## src/clcr_pkg.sv

```systemverilog
// Purpose: Shared constants for the converter link configuration register bank.
// Assumes: 24-bit serial frames: read flag, page flag, two spare bits, 12-bit address, 8-bit data.
// Notes: All fields reset to zero.
package clcr_pkg;

    localparam int ADDR_W = 12;
    localparam int DATA_W = 8;
    localparam int FRAME_W = 24;
    localparam int HDR_W = 16;

    // Frame layout; header bit 15 is the first bit shifted in
    localparam int HDR_RW_BIT = 15;
    localparam int HDR_MPAGE_BIT = 14;
    localparam logic [4:0] CNT_HDR_LAST = 5'h0f;
    localparam logic [4:0] CNT_HDR_DONE = 5'h10;
    localparam logic [4:0] CNT_DATA_LAST = 5'h17;
    localparam logic [4:0] CNT_FULL = 5'h18;

    // Register offsets
    localparam logic [ADDR_W-1:0] OFS_PAGE_SEL = 12'h012;
    localparam logic [ADDR_W-1:0] OFS_LANE_AMP = 12'h03d;
    localparam logic [ADDR_W-1:0] OFS_SOFT_REF = 12'h057;
    localparam logic [ADDR_W-1:0] OFS_SYNC_POL = 12'h058;
    localparam logic [ADDR_W-1:0] OFS_LOW_RATE_1 = 12'h03f;
    localparam logic [ADDR_W-1:0] OFS_LOW_RATE_2 = 12'h042;

    // Page codes, valid with the page flag at 0
    localparam logic [7:0] PAGE_MASTER = 8'h00;
    localparam logic [7:0] PAGE_CONV = 8'hff;

    // Field positions
    localparam int AMP_LSB = 0;
    localparam int AMP_W = 3;
    localparam int REF_SRC_BIT = 3;
    localparam int REF_LVL_BIT = 4;
    localparam int SYNC_INV_BIT = 5;
    localparam int LOW1_BIT = 2;
    localparam int LOW2_BIT = 4;

    // Reset values
    localparam logic [7:0] RST_BYTE = 8'h00;
    localparam logic [2:0] RST_AMP = 3'h0;
    localparam logic [7:0] RST_PAGE = 8'h00;

endpackage

```

## src/clcr_spi_if.sv

```systemverilog
// Purpose: Carries decoded serial frames from the shifter to the register bank.
// Assumes: One clock domain, i_ref_clk.
// Notes: rdata is combinational from the bank, sampled by the shifter after hdr_done.
`timescale 1ns/1ns
interface clcr_spi_if;
    import clcr_pkg::*;
    logic hdr_done;
    logic rw;
    logic mpage;
    logic [ADDR_W-1:0] addr;
    logic wr_strobe;
    logic [DATA_W-1:0] wdata;
    logic [DATA_W-1:0] rdata;

    modport shifter (output hdr_done, output rw, output mpage, output addr, output wr_strobe,
                     output wdata, input rdata);
    modport bank (input hdr_done, input rw, input mpage, input addr, input wr_strobe,
                  input wdata, output rdata);
endinterface

```

## src/clcr_spi_shifter.sv

```systemverilog
// Purpose: Serial control port frame shifter, sampled on the reference clock.
// Assumes: Serial clock half period of at least four reference clock cycles.
// Notes: Data in on rising serial clock, first read bit right after the header, the rest on falling edges, MSB first.
`timescale 1ns/1ns
module clcr_spi_shifter
    import clcr_pkg::*;
(
    input wire logic i_ref_clk,
    input wire logic i_rst_n,
    input wire logic i_spi_sen_n,
    input wire logic i_spi_sclk,
    input wire logic i_spi_sdin,
    output logic o_spi_sdout,
    output logic o_spi_sdout_oe,
    clcr_spi_if.shifter bus
);

    logic [2:0] sen_s;
    logic [2:0] clk_s;
    logic [2:0] din_s;
    logic sen_f;
    logic sclk_f;
    logic [4:0] cnt;
    logic [FRAME_W-1:0] shreg;
    logic [HDR_W-1:0] hdr;
    logic [DATA_W-1:0] tx;
    logic load_pend;
    logic sclk_rise;
    logic sclk_fall;
    logic active;

    // Three-stage synchronisers; a select or clock level counts once stages two and three agree, data is taken from stage three
    always_ff @(posedge i_ref_clk or negedge i_rst_n) begin
        if (!i_rst_n) begin
            sen_s <= 3'h7;
            clk_s <= 3'h0;
            din_s <= 3'h0;
        end else begin
            sen_s <= {sen_s[1:0], i_spi_sen_n};
            clk_s <= {clk_s[1:0], i_spi_sclk};
            din_s <= {din_s[1:0], i_spi_sdin};
        end
    end

    always_ff @(posedge i_ref_clk or negedge i_rst_n) begin
        if (!i_rst_n) begin
            sen_f <= 1'b1;
            sclk_f <= 1'b0;
        end else begin
            if (sen_s[1] == sen_s[2]) begin
                sen_f <= sen_s[2];
            end
            if (clk_s[1] == clk_s[2]) begin
                sclk_f <= clk_s[2];
            end
        end
    end

    assign active = !sen_f;
    assign sclk_rise = (clk_s[1] == clk_s[2]) && clk_s[2] && !sclk_f && active;
    assign sclk_fall = (clk_s[1] == clk_s[2]) && !clk_s[2] && sclk_f && active;

    always_ff @(posedge i_ref_clk or negedge i_rst_n) begin
        if (!i_rst_n) begin
            cnt <= 5'h0;
            shreg <= '0;
        end else if (!active) begin
            cnt <= 5'h0;
        end else if (sclk_rise && cnt != CNT_FULL) begin
            shreg <= {shreg[FRAME_W-2:0], din_s[2]};
            cnt <= cnt + 5'h1;
        end
    end

    // Header capture and write strobe
    always_ff @(posedge i_ref_clk or negedge i_rst_n) begin
        if (!i_rst_n) begin
            hdr <= '0;
            bus.hdr_done <= 1'b0;
            bus.wr_strobe <= 1'b0;
            bus.wdata <= RST_BYTE;
        end else begin
            bus.hdr_done <= sclk_rise && cnt == CNT_HDR_LAST;
            bus.wr_strobe <= sclk_rise && cnt == CNT_DATA_LAST && !hdr[HDR_RW_BIT];
            if (sclk_rise && cnt == CNT_HDR_LAST) begin
                hdr <= {shreg[HDR_W-2:0], din_s[2]};
            end
            if (sclk_rise && cnt == CNT_DATA_LAST) begin
                bus.wdata <= {shreg[DATA_W-2:0], din_s[2]};
            end
        end
    end

    assign bus.rw = hdr[HDR_RW_BIT];
    assign bus.mpage = hdr[HDR_MPAGE_BIT];
    assign bus.addr = hdr[ADDR_W-1:0];

    // Read data out: first bit right after the header, the rest on falling edges
    always_ff @(posedge i_ref_clk or negedge i_rst_n) begin
        if (!i_rst_n) begin
            load_pend <= 1'b0;
            tx <= RST_BYTE;
            o_spi_sdout <= 1'b0;
        end else begin
            load_pend <= bus.hdr_done;
            if (load_pend) begin
                o_spi_sdout <= bus.rdata[DATA_W-1];
                tx <= {bus.rdata[DATA_W-2:0], 1'b0};
            end else if (sclk_fall && cnt > CNT_HDR_DONE && cnt != CNT_FULL) begin
                o_spi_sdout <= tx[DATA_W-1];
                tx <= {tx[DATA_W-2:0], 1'b0};
            end
        end
    end

    assign o_spi_sdout_oe = active && hdr[HDR_RW_BIT] && cnt >= CNT_HDR_DONE;

endmodule

```

## src/clcr_regs.sv

```systemverilog
// Purpose: Converter link configuration register bank behind the serial control port.
// Assumes: Page select register chooses master or converter page for accesses with page flag 0.
// Notes: Timing reference and sync request pins are synchronised to i_ref_clk.
`timescale 1ns/1ns

module clcr_regs
    import clcr_pkg::*;
(
    input wire logic i_ref_clk,
    input wire logic i_rst_n,
    input wire logic i_spi_sen_n,
    input wire logic i_spi_sclk,
    input wire logic i_spi_sdin,
    output logic o_spi_sdout,
    output logic o_spi_sdout_oe,
    input wire logic i_timing_reference_pin,
    input wire logic i_sync_request_n,
    output logic [AMP_W-1:0] o_lane_drive_amplitude,
    output logic o_timing_reference,
    output logic o_sync_request,
    output logic o_low_rate_enable_first,
    output logic o_low_rate_enable_second,
    output logic o_low_rate_mode
);

    clcr_spi_if bus ();

    logic [AMP_W-1:0] lane_drive_amplitude;
    logic soft_reference_source;
    logic soft_reference_level;
    logic sync_request_invert;
    logic low_rate_enable_first;
    logic low_rate_enable_second;
    logic [7:0] page;
    logic [2:0] ref_s;
    logic [2:0] sync_s;
    logic ref_f;
    logic sync_f;

    clcr_spi_shifter u_shifter (
        .i_ref_clk(i_ref_clk),
        .i_rst_n(i_rst_n),
        .i_spi_sen_n(i_spi_sen_n),
        .i_spi_sclk(i_spi_sclk),
        .i_spi_sdin(i_spi_sdin),
        .o_spi_sdout(o_spi_sdout),
        .o_spi_sdout_oe(o_spi_sdout_oe),
        .bus(bus.shifter)
    );

    // Address hit in a given page; the page select register answers in every page
    function automatic logic reg_hit(input logic [ADDR_W-1:0] addr, input logic mpage,
                                     input logic [7:0] cur_page, input logic [7:0] want_page,
                                     input logic [ADDR_W-1:0] ofs);
        reg_hit = !mpage && cur_page == want_page && addr == ofs;
    endfunction

    logic wr_master;
    logic wr_conv;
    assign wr_master = bus.wr_strobe && reg_hit(bus.addr, bus.mpage, page, PAGE_MASTER, bus.addr);
    assign wr_conv = bus.wr_strobe && reg_hit(bus.addr, bus.mpage, page, PAGE_CONV, bus.addr);

    always_ff @(posedge i_ref_clk or negedge i_rst_n) begin
        if (!i_rst_n) begin
            page <= RST_PAGE;
        end else if (bus.wr_strobe && !bus.mpage && bus.addr == OFS_PAGE_SEL) begin
            page <= bus.wdata;
        end
    end

    // Master page fields
    always_ff @(posedge i_ref_clk or negedge i_rst_n) begin
        if (!i_rst_n) begin
            lane_drive_amplitude <= RST_AMP;
            soft_reference_source <= 1'b0;
            soft_reference_level <= 1'b0;
            sync_request_invert <= 1'b0;
        end else if (wr_master) begin
            if (bus.addr == OFS_LANE_AMP) begin
                lane_drive_amplitude <= bus.wdata[AMP_LSB +: AMP_W];
            end
            if (bus.addr == OFS_SOFT_REF) begin
                soft_reference_source <= bus.wdata[REF_SRC_BIT];
                soft_reference_level <= bus.wdata[REF_LVL_BIT];
            end
            if (bus.addr == OFS_SYNC_POL) begin
                sync_request_invert <= bus.wdata[SYNC_INV_BIT];
            end
        end
    end

    // Converter page fields
    always_ff @(posedge i_ref_clk or negedge i_rst_n) begin
        if (!i_rst_n) begin
            low_rate_enable_first <= 1'b0;
            low_rate_enable_second <= 1'b0;
        end else if (wr_conv) begin
            if (bus.addr == OFS_LOW_RATE_1) begin
                low_rate_enable_first <= bus.wdata[LOW1_BIT];
            end
            if (bus.addr == OFS_LOW_RATE_2) begin
                low_rate_enable_second <= bus.wdata[LOW2_BIT];
            end
        end
    end

    // Read data; unused and write-only bits read zero
    always_comb begin
        bus.rdata = RST_BYTE;
        if (!bus.mpage && bus.addr == OFS_PAGE_SEL) begin
            bus.rdata = page;
        end else if (reg_hit(bus.addr, bus.mpage, page, PAGE_MASTER, OFS_LANE_AMP)) begin
            bus.rdata[AMP_LSB +: AMP_W] = lane_drive_amplitude;
        end else if (reg_hit(bus.addr, bus.mpage, page, PAGE_MASTER, OFS_SOFT_REF)) begin
            bus.rdata[REF_SRC_BIT] = soft_reference_source;
            bus.rdata[REF_LVL_BIT] = soft_reference_level;
        end else if (reg_hit(bus.addr, bus.mpage, page, PAGE_MASTER, OFS_SYNC_POL)) begin
            bus.rdata[SYNC_INV_BIT] = sync_request_invert;
        end else if (reg_hit(bus.addr, bus.mpage, page, PAGE_CONV, OFS_LOW_RATE_1)) begin
            bus.rdata[LOW1_BIT] = low_rate_enable_first;
        end else if (reg_hit(bus.addr, bus.mpage, page, PAGE_CONV, OFS_LOW_RATE_2)) begin
            bus.rdata[LOW2_BIT] = low_rate_enable_second;
        end
    end

    // Pin synchronisers
    always_ff @(posedge i_ref_clk or negedge i_rst_n) begin
        if (!i_rst_n) begin
            ref_s <= 3'h0;
            sync_s <= 3'h7;
            ref_f <= 1'b0;
            sync_f <= 1'b1;
        end else begin
            ref_s <= {ref_s[1:0], i_timing_reference_pin};
            sync_s <= {sync_s[1:0], i_sync_request_n};
            if (ref_s[1] == ref_s[2]) begin
                ref_f <= ref_s[2];
            end
            if (sync_s[1] == sync_s[2]) begin
                sync_f <= sync_s[2];
            end
        end
    end

    // Timing reference and sync request paths
    always_ff @(posedge i_ref_clk or negedge i_rst_n) begin
        if (!i_rst_n) begin
            o_timing_reference <= 1'b0;
            o_sync_request <= 1'b0;
        end else begin
            o_timing_reference <= soft_reference_source ? soft_reference_level : ref_f;
            o_sync_request <= !sync_f ^ sync_request_invert;
        end
    end

    assign o_lane_drive_amplitude = lane_drive_amplitude;
    assign o_low_rate_enable_first = low_rate_enable_first;
    assign o_low_rate_enable_second = low_rate_enable_second;
    assign o_low_rate_mode = low_rate_enable_first && low_rate_enable_second;

    a_amp_write_lands: assert property (@(posedge i_ref_clk) disable iff (!i_rst_n)
        (wr_master && bus.addr == OFS_LANE_AMP) |=> o_lane_drive_amplitude == $past(bus.wdata[AMP_LSB +: AMP_W]))
        else $error("lane amplitude did not take the written code");

    a_ref_pin_path: assert property (@(posedge i_ref_clk) disable iff (!i_rst_n)
        !soft_reference_source |=> o_timing_reference == $past(ref_f))
        else $error("timing reference did not follow the pin");

    a_ref_soft_level: assert property (@(posedge i_ref_clk) disable iff (!i_rst_n)
        soft_reference_source [*2] |-> o_timing_reference == $past(soft_reference_level))
        else $error("timing reference did not follow the register level");

    a_sync_inv_flip: assert property (@(posedge i_ref_clk) disable iff (!i_rst_n)
        ($changed(sync_request_invert) && $stable(sync_f)) |=> $changed(o_sync_request))
        else $error("sync request did not flip with the invert bit");

    a_low_rate_both: assert property (@(posedge i_ref_clk) disable iff (!i_rst_n)
        (wr_conv && bus.addr == OFS_LOW_RATE_2 && bus.wdata[LOW2_BIT] && low_rate_enable_first)
        |=> o_low_rate_mode ##1 o_low_rate_mode || bus.wr_strobe)
        else $error("low rate mode not reached with both enables set");

    a_reset_zero: assert property (@(posedge i_ref_clk) disable iff (!i_rst_n)
        $rose(i_rst_n) |-> o_lane_drive_amplitude == 3'h0 && !soft_reference_source
            && !soft_reference_level && !sync_request_invert && !o_low_rate_mode && !o_timing_reference)
        else $error("fields not zero after reset");

    a_page_gate: assert property (@(posedge i_ref_clk) disable iff (!i_rst_n)
        (bus.wr_strobe && bus.addr == OFS_LOW_RATE_1 && (bus.mpage || page != PAGE_CONV))
        |=> $stable(low_rate_enable_first))
        else $error("low rate enable written outside the converter page");

    a_reserved_zero: assert property (@(posedge i_ref_clk) disable iff (!i_rst_n)
        (bus.hdr_done && bus.rw && reg_hit(bus.addr, bus.mpage, page, PAGE_MASTER, OFS_SYNC_POL))
        |=> bus.rdata == {2'h0, sync_request_invert, 5'h00})
        else $error("sync polarity read back wrong");

endmodule

```

## config.mk

```make
export PLATFORM = sky130hd
export DESIGN_NAME = clcr_regs
export DESIGN_NICKNAME = d
export VERILOG_FILES = /design/src/clcr_pkg.sv /design/src/clcr_spi_if.sv /design/src/clcr_spi_shifter.sv /design/src/clcr_regs.sv
export SDC_FILE = /design/constraint.sdc
export NUM_CORES = 1
export LEC_CHECK = 0
export BUFFER_PORTS_ARGS = -buffer_cell sky130_fd_sc_hd__buf_2
export CORE_MARGIN = 2
export CORE_UTILIZATION = 55
export CTS_BUF_LIST = sky130_fd_sc_hd__clkbuf_4
export DETAILED_ROUTE_END_ITERATION = 7
export GPL_TIMING_DRIVEN = 0
export PLACE_DENSITY = 0.82
export SYNTH_ARGS = -nofsm -noshare
export SYNTH_HDL_FRONTEND = slang
export SYNTH_HIERARCHICAL = 1
export SYNTH_SLANG_ARGS = --single-unit
```

## constraint.sdc

```tcl
create_clock -name i_ref_clk -period 2.68 [get_ports i_ref_clk]
set_clock_uncertainty 0.1 [all_clocks]
set_input_delay 0.804 -clock i_ref_clk [delete_from_list [all_inputs] [get_ports i_ref_clk]]
set_output_delay 0.804 -clock i_ref_clk [all_outputs]
set_load 0.01 [all_outputs]
```

# Yosys cells after proc, flatten, opt, wreduce, memory -nomap -nowiden
# Index checks and enable logic that the tools add are counted.
[classes] mux=22 add_sub_neg=1 reduce_logical=42 bitwise_logic=2 eq_ne=14 order_cmp=2
[ops] operator="$eq A12 B7 Y1 const B" n=3
[ops] operator="$logic_and A1 B1 Y1" n=27
[ops] operator="$eq A12 B6 Y1 const B" n=2
[ops] operator="$mux W8" n=2
[ops] operator="$mux W1" n=14
[ops] operator="$eq A12 B5 Y1 const B" n=1
[ops] operator="$reduce_and A2 Y1" n=6
[ops] operator="$mux W5" n=2
[ops] operator="$eq A8 B8 Y1 const B" n=1
[ops] operator="$logic_not A8 Y1" n=1
[ops] operator="$logic_not A1 Y1" n=6
[ops] operator="$mux W6" n=1
[ops] operator="$add A5 B1 Y5 const B" n=1
[ops] operator="$eq A5 B4 Y1 const B" n=1
[ops] operator="$eq A5 B5 Y1 const B" n=1
[ops] operator="$ge A5 B5 Y1 const B" n=1
[ops] operator="$gt A5 B5 Y1 const B" n=1
[ops] operator="$ne A5 B5 Y1 const B" n=1
[ops] operator="$eq A1 B1 Y1" n=4
[ops] operator="$mux W2" n=2
[ops] operator="$reduce_bool A2 Y1" n=2
[ops] operator="$mux W3" n=1
[ops] operator="$not A1 Y1" n=1
[ops] operator="$xor A1 B1 Y1" n=1
[totals] out_inout_bits=10 in_bits=7 register_bits=93 elab_cells=110

# Depth between registers and ports, before layout
# Gate-level depths: netlist (run 1).
[logic_depth] word_depth=10 ltp_mapped=7 mapped_depth_nobuf=6

# By module
# Netlist (run 1), hierarchy kept.
[modules_own_cells] mod="clcr_spi_shifter" seq_area_each_um2=1606.5 area_per_inst_um2=2585.0 cells_each=181 instances=1
[modules_own_cells] mod="clcr_regs" seq_area_each_um2=655.6 area_per_inst_um2=1244.9 cells_each=98 instances=1

# Worst setup path after synthesis (run 1)
# Ideal clock, no wire load.
[synth_timing] path_type="register -> register" start="reg u_shifter.hdr[9]" end="reg u_shifter.tx[3]" path_buffers=0 setup_slack_ns=0.512 t_arrival_ns=1.942 path_stages_with_launch=7 setup_ns=0.126 required_time_ns=2.454 synth_period_minus_slack_ns=2.168 cell_sequence="dfrtp_1 > or4_4 > nor4b_4 > or2b_1 > o31a_2 > nor2b_1 > a21oi_1"
[synth_via] elab_chain_cells=8 word_cells_on_any_way=16 classes_between="eq/ne (5); mux (6); reduce/logical (5)"
[synth_rtl] element="start: declaration" line_no="clcr_spi_shifter.sv:25" rtl="logic [HDR_W-1:0] hdr;"
[synth_rtl] element="start signal: assignment" line_no="clcr_spi_shifter.sv:86" rtl="hdr <= {shreg[HDR_W-2:0], din_s[2]};"
[synth_rtl] element="$eq A12 B6 Y1" line_no="clcr_regs.sv:55" rtl="reg_hit = !mpage && cur_page == want_page && addr == ofs;"
[synth_rtl] element="$logic_and A1 B1 Y1" line_no="clcr_regs.sv:55"
[synth_rtl] element="$mux W1" line_no="clcr_regs.sv:119" rtl="end else if (reg_hit(bus.addr, bus.mpage, page, PAGE_CONV, OFS_LOW_RATE_1)) begin"
[synth_rtl] element="$mux W1" line_no="clcr_regs.sv:117" rtl="end else if (reg_hit(bus.addr, bus.mpage, page, PAGE_MASTER, OFS_SYNC_POL)) begin"
[synth_rtl] element="$mux W1" line_no="clcr_regs.sv:114" rtl="end else if (reg_hit(bus.addr, bus.mpage, page, PAGE_MASTER, OFS_SOFT_REF)) begin"
[synth_rtl] element="$mux W1" line_no="clcr_regs.sv:112" rtl="end else if (reg_hit(bus.addr, bus.mpage, page, PAGE_MASTER, OFS_LANE_AMP)) begin"
[synth_rtl] element="$mux W6 *" line_no="clcr_regs.sv:110" rtl="if (!bus.mpage && bus.addr == OFS_PAGE_SEL) begin"
[synth_rtl] element="named net bus.rdata[2]" line_no="clcr_spi_if.sv:13" rtl="logic [DATA_W-1:0] rdata;"
[synth_rtl] element="$mux W8 *" line_no="clcr_spi_shifter.sv:106" rtl="if (load_pend) begin"
[synth_rtl] element="end signal: assignment" line_no="clcr_spi_shifter.sv:108" rtl="tx <= {bus.rdata[DATA_W-2:0], 1'b0};"
[synth_rtl] element="end signal: assignment" line_no="clcr_spi_shifter.sv:111" rtl="tx <= {tx[DATA_W-2:0], 1'b0};"
[synth_rtl] element="end: declaration" line_no="clcr_spi_shifter.sv:26" rtl="logic [DATA_W-1:0] tx;"
# Mark *: on every way through the listed nets, which the timed path passes. The rest lies on a longest branch.
# A chain may end at the register's enable or synchronous reset.

# Final worst setup path (run 1)
# Ends and elaborated chain as after synthesis.

==> impl_metrics.py, run 1 <==
metrics = {
    "status": {
        "status": "finished, final reports clean",
    },
    "hold_path": {
        "hp-class": "primary input to asynchronous set/reset pin",
    },
    "worst_setup_path": {
        "worst_ep_arrival_time_ps": 2670,
        "r2r-start": "u_shifter/hdr[9]",
        "startpoint_type": "flip-flop",
        "startpoint": "u_shifter/hdr[9]",
        "cp_slowest_cell": "nor4b_4",
        "crit_required_ps": 2910,
        "crit_family": "simple AND/OR/NAND/NOR gates",
        "path_cells": "or4_4 -> nor4b_4 -> or2b_1 -> o31a_2 -> nor2b_1 -> a21oi_1",
        "setup.worst_path.end_class": "flip-flop",
        "slowest_delay_ps": 640,
        "crit_fanout": 10,
        "path_class": "flip-flop to flip-flop",
        "critPathBufInv": 0,
    },
    "timing": {
        "relSlewSlack_pct": 56.8,
        "period_minus_slack_ps": 2430,
        "fin_ws_ps": 245,
        "fmax_ghz": 0.411,
        "tightest_slew_ps": 645,
        "period_share_pct": 90.8,
        "final.setup.tns_ps": 0,
        "setup_viol": 0,
        "rsz0062_at_grt": "no",
        "report.final.slew_viol_count": 0,
        "hold_viol_final": 0,
        "hold_ws_ps": 185,
    },
    "synth": {
        "ys_async_sr_fraction_pct": 100,
        "yosys_warnings": 6,
        "netlist_instances": 279,
        "synth_ff_type": "dfrtp_1",
        "avgSynthCellArea_um2": 13.7,
        "synth_edf_count": 0,
        "synthDominantCellAreaShare_pct": 53.6,
        "synth.net_count": 291,
        "syn-cell-area_mm2": 0.00383,
        "synth_seq_cells": 90,
        "ys_types": 48,
        "synth_top_area_cell": "dfrtp_1",
        "yosysSeqAreaShare_pct": 59.1,
        "synthTopCellsByArea": "dfrtp_1 (54%), mux2_2 (14%), dfstp_2 (5.5%)",
    },
    "place": {
        "io_buffers": 16,
        "gp_congestion": 0.783,
        "pre_cts_slack_ps": 260,
        "dp_hpwl_mm": 4.54,
    },
    "power_and_ir_drop": {
        "power_frac_clock_pct": 33.8,
        "p_sw_share_pct": 23.8,
        "switchingPower_w": 0.000586,
        "p_leak_nw": 2.06,
        "peakVddDrop_mv": 0.404,
        "power_density_mw_per_mm2": 587,
        "p_seq_share_pct": 60.6,
        "intPower_w": 0.00188,
        "pwr-share-comb_pct": 5.6,
    },
    "floorplanning": {
        "die_h_um": 87.4,
        "initial_core_util_pct": 56.7,
        "die_w_um": 87.4,
        "dieArea_mm2": 0.00765,
        "fp-row-count": 30,
        "core_mm2": 0.00676,
        "ioPinCount": 17,
    },
    "clocking": {
        "cts-root-buf": "clkbuf_4",
        "hold_buffers": 0,
        "numCtsBuffers": 9,
        "htreeDepth": 3,
        "tritoncts": "yes",
        "cts_buffer_depth": 2,
        "cts.clk_slew.worst_paths_ps": 140,
        "cts_setup_buffers": 0,
        "cts.sinks": 90,
        "cts.repair.resized": 0,
        "clk_latency_ps": 440,
    },
    "finish": {
        "fin_util_pct": 62.2,
        "fin_nets": 319,
        "multi_input_area_mm2": 0.00149,
        "layout-drive-gt1-share_pct": 37.2,
        "seq_area_mm2": 0.00226,
        "fill_cells": 527,
        "n_antenna_cell": 0,
        "syn2layout_area_growth_pct": 9.70,
    },
    "drt": {
        "wl_mm": 6.41,
        "num_vias": 2272,
        "drtIter0Drc": 99,
        "via_per_inst": 5.80,
        "drtPass1Iterations": 4,
        "wire_per_inst_um": 16.3,
        "drc": 0,
        "antenna_left": 0,
    },
    "global_routing": {
        "grt_antenna_before_repair": 0,
        "grt_first_pass_wirelength_mm": 11.0,
        "grt-ovfl-total": 0,
        "grt_pass1_vias": 2242,
        "grt_max_degree": 59,
        "grtUsageTotal_pct": 18.9,
    },
    "run": {
        "cap_viol_max_count": 0,
    },
}
-- synthesized netlist by cell type, drive strengths merged, types with 3 or more instances --
cell type and n:
a21oi 8, a31oi 8, a32o 3, and2 5, buf 5, dfrtp 82
dfstp 8, ha 5, inv 8, maj3 3, mux2 55, mux2i 3
nand2 11, nand2b 6, nand4 5, nor2 7, nor2b 8, nor3 4
nor4 5, nor4b 3, o21ai 11
-- registers in the layout (all words and copies together) (netlist names), 3 cells and up --
signal and count:
ref_s 3, u_shifter/clk_s 3, o_lane_drive_amplitude 3, u_shifter/cnt 5, u_shifter/bus.wdata 8, sync_s 3
u_shifter/sen_s 3, u_shifter/din_s 3, u_shifter/shreg 15, page 8, u_shifter/tx 7, u_shifter/hdr 14
-- layout make-up --
type / count / share of cell area [%]
Buffer: 7 / 1.13
Clock buffer: 9 / 1.61
Clock inverter: 7 / 2.23
Inverter: 8 / 0.715
Multi-Input combinational cell: 174 / 35.5
Sequential cell: 90 / 53.8
Tap cell: 80 / 2.38
Timing Repair Buffer: 17 / 2.62
-- power groups by stage --
stage / Combinational (W) / Sequential, W / Clock (W)
floorplan: 0.0000862 / 0.00150 / 0
global placement: 0.000130 / 0.00152 / 0
detailed placement: 0.000140 / 0.00152 / 0
CTS: 0.000141 / 0.00150 / 0.000860
global route: 0.000156 / 0.00151 / 0.000920
finish: 0.000138 / 0.00149 / 0.000833
-- routing by layer --
metal / part of all wire [%] / track usage (%)
met5: 0 / 0
met4: 1.7 / 7.13
met3: 3.9 / 4.83
met2: 49 / 28.9
met1: 46 / 26.2
-- per-stage QoR --
stage,std cells,total power [W],instance area (um2)
final,392,0.00247,4200
after global routing,392,0.00258,4200
after CTS,392,0.00250,4200
after detailed placement,376,0.00166,4040
after global placement,375,0.00165,4010
after floorplan,279,0.00159,3830
-- kinds of logic (layout without fill, tap and decap cells) --
logic type	after synthesis	in the layout	synth area share, %
flip-flops	90	90	59.1
AND/OR/NAND/NOR	71	71	12.4
multiplexers	58	58	17.7
AO/OA/AOI/OAI	35	35	5.91
buffers and inverters	15	48	2.03
adder cells (fa/ha/maj)	8	8	2.42
XOR/XNOR	2	2	0.457
-- layout by cell type, fill, tap and decap left out, types with 7 or more instances in the layout --
cell	synthesis	layout
buf_2	2	17
dfrtp_1	82	82
mux2_4	8	8
dfstp_2	8	8
a31oi_1	8	8
mux2_2	46	46
inv_1	8	8
o21ai_0	10	10
a21oi_1	8	8
clkbuf_4	0	9
nand2_1	10	10
nor2_1	7	7
nor2b_1	8	8
-- worst paths after layout --
kind | endpoint | slack, ps | cells after the start
max in group asynchronous | sync_s[2] | 1640 | 2
min reg2reg | u_shifter/din_s[2] | 260 | 0
max reg2reg | u_shifter/tx[3] | 250 | 6
max | u_shifter/tx[3] | 250 | 6
min in group i_ref_clk | u_shifter/din_s[2] | 260 | 0
min | u_shifter/clk_s[0] | 190 | 1
Power figures use the tool's default switching activity.
==> inputs of run 2 (changes only) <==
Settings changed: ABC_AREA set to 1.
==> run 2 against run 1 <==
- synthesized area increased by 5.3%
- wire length rose by 14%
- worst hold slack better by 3.7 ps
- largest power group unchanged
==> impl_metrics.py, run 2 <==
metrics = {
    "drt": {
        "drtPass1Iterations": 4,
        "wl_mm": 7.28,
        "via_per_inst": 5.08,
        "wire_per_inst_um": 12.6,
        "num_vias": 2939,
        "antenna_left": 0,
        "drc": 0,
        "drtIter0Drc": 154,
    },
    "place": {
        "place_area_mm2": 0.00427,
        "gp_congestion": 0.867,
        "dp.cells": 562,
        "pre_cts_slack_ps": 826,
        "dp_hpwl_mm": 5.31,
        "io_buffers": 16,
    },
    "worst_setup_path": {
        "reg2regPathDepth": 13,
        "setup.worst_path.end_class": "output port",
        "startpoint_type": "flip-flop",
        "crit_fanout": 6,
        "path_class": "flip-flop to output port",
        "r2r-start": "u_shifter/hdr[9]",
        "worst_ep_arrival_time_ps": 1400,
        "crit_required_ps": 1780,
        "startpoint": "u_shifter/sen_f",
    },
    "power_and_ir_drop": {
        "total_power_w": 0.00225,
        "p_leak_nw": 2.25,
        "p_sw_share_pct": 24.9,
        "power_density_mw_per_mm2": 513,
        "power_frac_clock_pct": 28.2,
        "intPower_w": 0.00169,
        "pwr-share-comb_pct": 6.5,
        "switchingPower_w": 0.000559,
        "peakVddDrop_mv": 0.409,
        "p_seq_share_pct": 65.3,
    },
    "clocking": {
        "numCtsBuffers": 9,
        "htreeDepth": 3,
        "cts_buffer_depth": 2,
        "cts.sinks": 90,
        "clk_latency_ps": 430,
        "cts.clk_slew.worst_paths_ps": 140,
        "hold_buffers": 0,
        "tritoncts": "yes",
        "cts-root-buf": "clkbuf_4",
        "cts.repair.resized": 0,
        "cts_setup_buffers": 0,
    },
    "synth": {
        "synth_edf_count": 0,
        "ys_async_sr_fraction_pct": 100,
        "syn-cell-area_mm2": 0.00403,
        "synth_ff_type": "dfrtp_1",
        "yosysSeqAreaShare_pct": 56.1,
        "yosys_warnings": 6,
        "ys_types": 31,
        "synth_seq_cells": 90,
        "synthDominantCellAreaShare_pct": 50.9,
        "synthTopCellsByArea": "dfrtp_1 (51%), nand2_1 (13%), dfstp_2 (5.2%)",
        "synth.net_count": 458,
        "synth_top_area_cell": "dfrtp_1",
        "avgSynthCellArea_um2": 9.04,
        "netlist_instances": 446,
        "synth_common_cells": "nand2_1 (139), dfrtp_1 (82), inv_1 (54)",
        "synth_most_common_cell": "nand2_1",
    },
    "finish": {
        "largest_reg_flops": 15,
        "fin_nets": 486,
        "reg.largest.list": "u_shifter/shreg x15, u_shifter/hdr x14",
        "n_antenna_cell": 0,
        "fill_cells": 617,
        "layout_common_cells": "nand2_1 (139), dfrtp_1 (82), inv_1 (54)",
        "final_common_cell": "nand2_1",
        "fin_util_pct": 61.0,
        "syn2layout_area_growth_pct": 8.56,
        "final_area_mm2": 0.00438,
        "layout-drive-gt1-share_pct": 17.7,
        "layout.cells.non_filler": 578,
        "seq_area_mm2": 0.00226,
        "regMostFlops": "u_shifter/shreg",
        "multi_input_area_mm2": 0.00148,
    },
    "floorplanning": {
        "ioPinCount": 17,
        "core_mm2": 0.00718,
        "die_h_um": 89.6,
        "dieArea_mm2": 0.00803,
        "fp-row-count": 31,
        "die_w_um": 89.6,
        "initial_core_util_pct": 56.2,
    },
    "global_routing": {
        "grt_antenna_before_repair": 0,
        "grt_pass1_vias": 2766,
        "grt-ovfl-total": 0,
        "grt_max_degree": 59,
        "grtUsageTotal_pct": 20.6,
        "grt_first_pass_wirelength_mm": 12.5,
    },
    "timing": {
        "period_share_pct": 86.1,
        "fin_ws_ps": 373,
        "fmax_ghz": 0.434,
        "tightest_slew_ps": 450,
        "period_minus_slack_ps": 2310,
        "relSlewSlack_pct": 69.9,
        "rsz0062_at_grt": "no",
        "hold_viol_final": 0,
        "report.final.slew_viol_count": 0,
        "setup_viol": 0,
    },
    "hold_path": {
        "hp-class": "primary input to asynchronous set/reset pin",
    },
    "run": {
        "cap_viol_max_count": 0,
    },
    "status": {
        "status": "finished, final reports clean",
    },
}
-- run 2: changes by cell type in the layout (fill, tap and decap cells not counted), moves of 6 or more --
cell	before	now
o21ai_2	1	17
nand2_1	10	139
nand3_1	2	35
mux2_2	46	0
mux2_4	8	0
nor2b_1	8	0
o21ai_0	10	27
inv_1	8	54
a21oi_1	8	2
nor2_1	7	29
a31oi_1	8	0
nand2_2	0	6
-- run 2: stage by stage --
stage / hold WS, ps / TNS (ps)
final: 189 / 0
after global routing: 188 / 0
after CTS: 195 / 0
after detailed placement: 236 / 0
after global placement: 232 / -2750
after floorplan: 231 / 0
-- run 2: cell type report --
class | count | area share (%)
sequential | 90 | 51.7
multi-input combinational | 292 | 33.7
inverter | 54 | 4.63
tap | 99 | 2.83
timing repair buffer | 17 | 2.52
buffer | 10 | 2.11
clock buffer | 12 | 2.06
clock inverter | 4 | 0.486
-- run 2: worst paths after layout --
path,endpoint,slack [ps]
max in group asynchronous,u_shifter/cnt[2],1660
worst min register to register,u_shifter/clk_s[1],260
worst max register to register,u_shifter/tx[2],810
min in group i_ref_clk,u_shifter/clk_s[1],260
worst max-delay path,o_spi_sdout_oe,370
worst min-delay path,o_lane_drive_amplitude[1],190
-- run 2: logic make-up (layout without fill, tap and decap cells) --
| family | count (synthesis) | in the layout | synth area share (%) |
|---|---|---|---|
| AO/OA/AOI/OAI | 49 | 49 | 7.79 |
| XOR/XNOR | 1 | 1 | 0.217 |
| adder cells (fa/ha/maj) | 8 | 8 | 2.30 |
| buffers and inverters | 64 | 97 | 7.32 |
| flip-flops | 90 | 90 | 56.1 |
| AND/OR/NAND/NOR | 234 | 234 | 26.3 |
-- run 2: worst max-delay path, cell delays in order, from the launching register on --
cell	delay (ps)
dfstp_2	570
inv_1	110
nand2_1	120
nor2_1	50
buf_2	130
-- run 2: power by group through the flow --
stage                     clock, W  combinational [W]  sequential, W
after global placement           0           0.000137        0.00149
after detailed placement         0           0.000148        0.00149
after floorplan                  0          0.0000874        0.00148
after global routing      0.000718           0.000173        0.00148
after CTS                 0.000656           0.000149        0.00147
final                     0.000634           0.000145        0.00147
-- run 2: routing by layer --
layer,vias to the layer above,GRT usage (%),wire length [um]
met5,-,0,0
met4,0,7.06,144
met3,15,4.75,269
met2,63,32.6,3510
met1,1386,28.2,3360
li1,1475,-,-
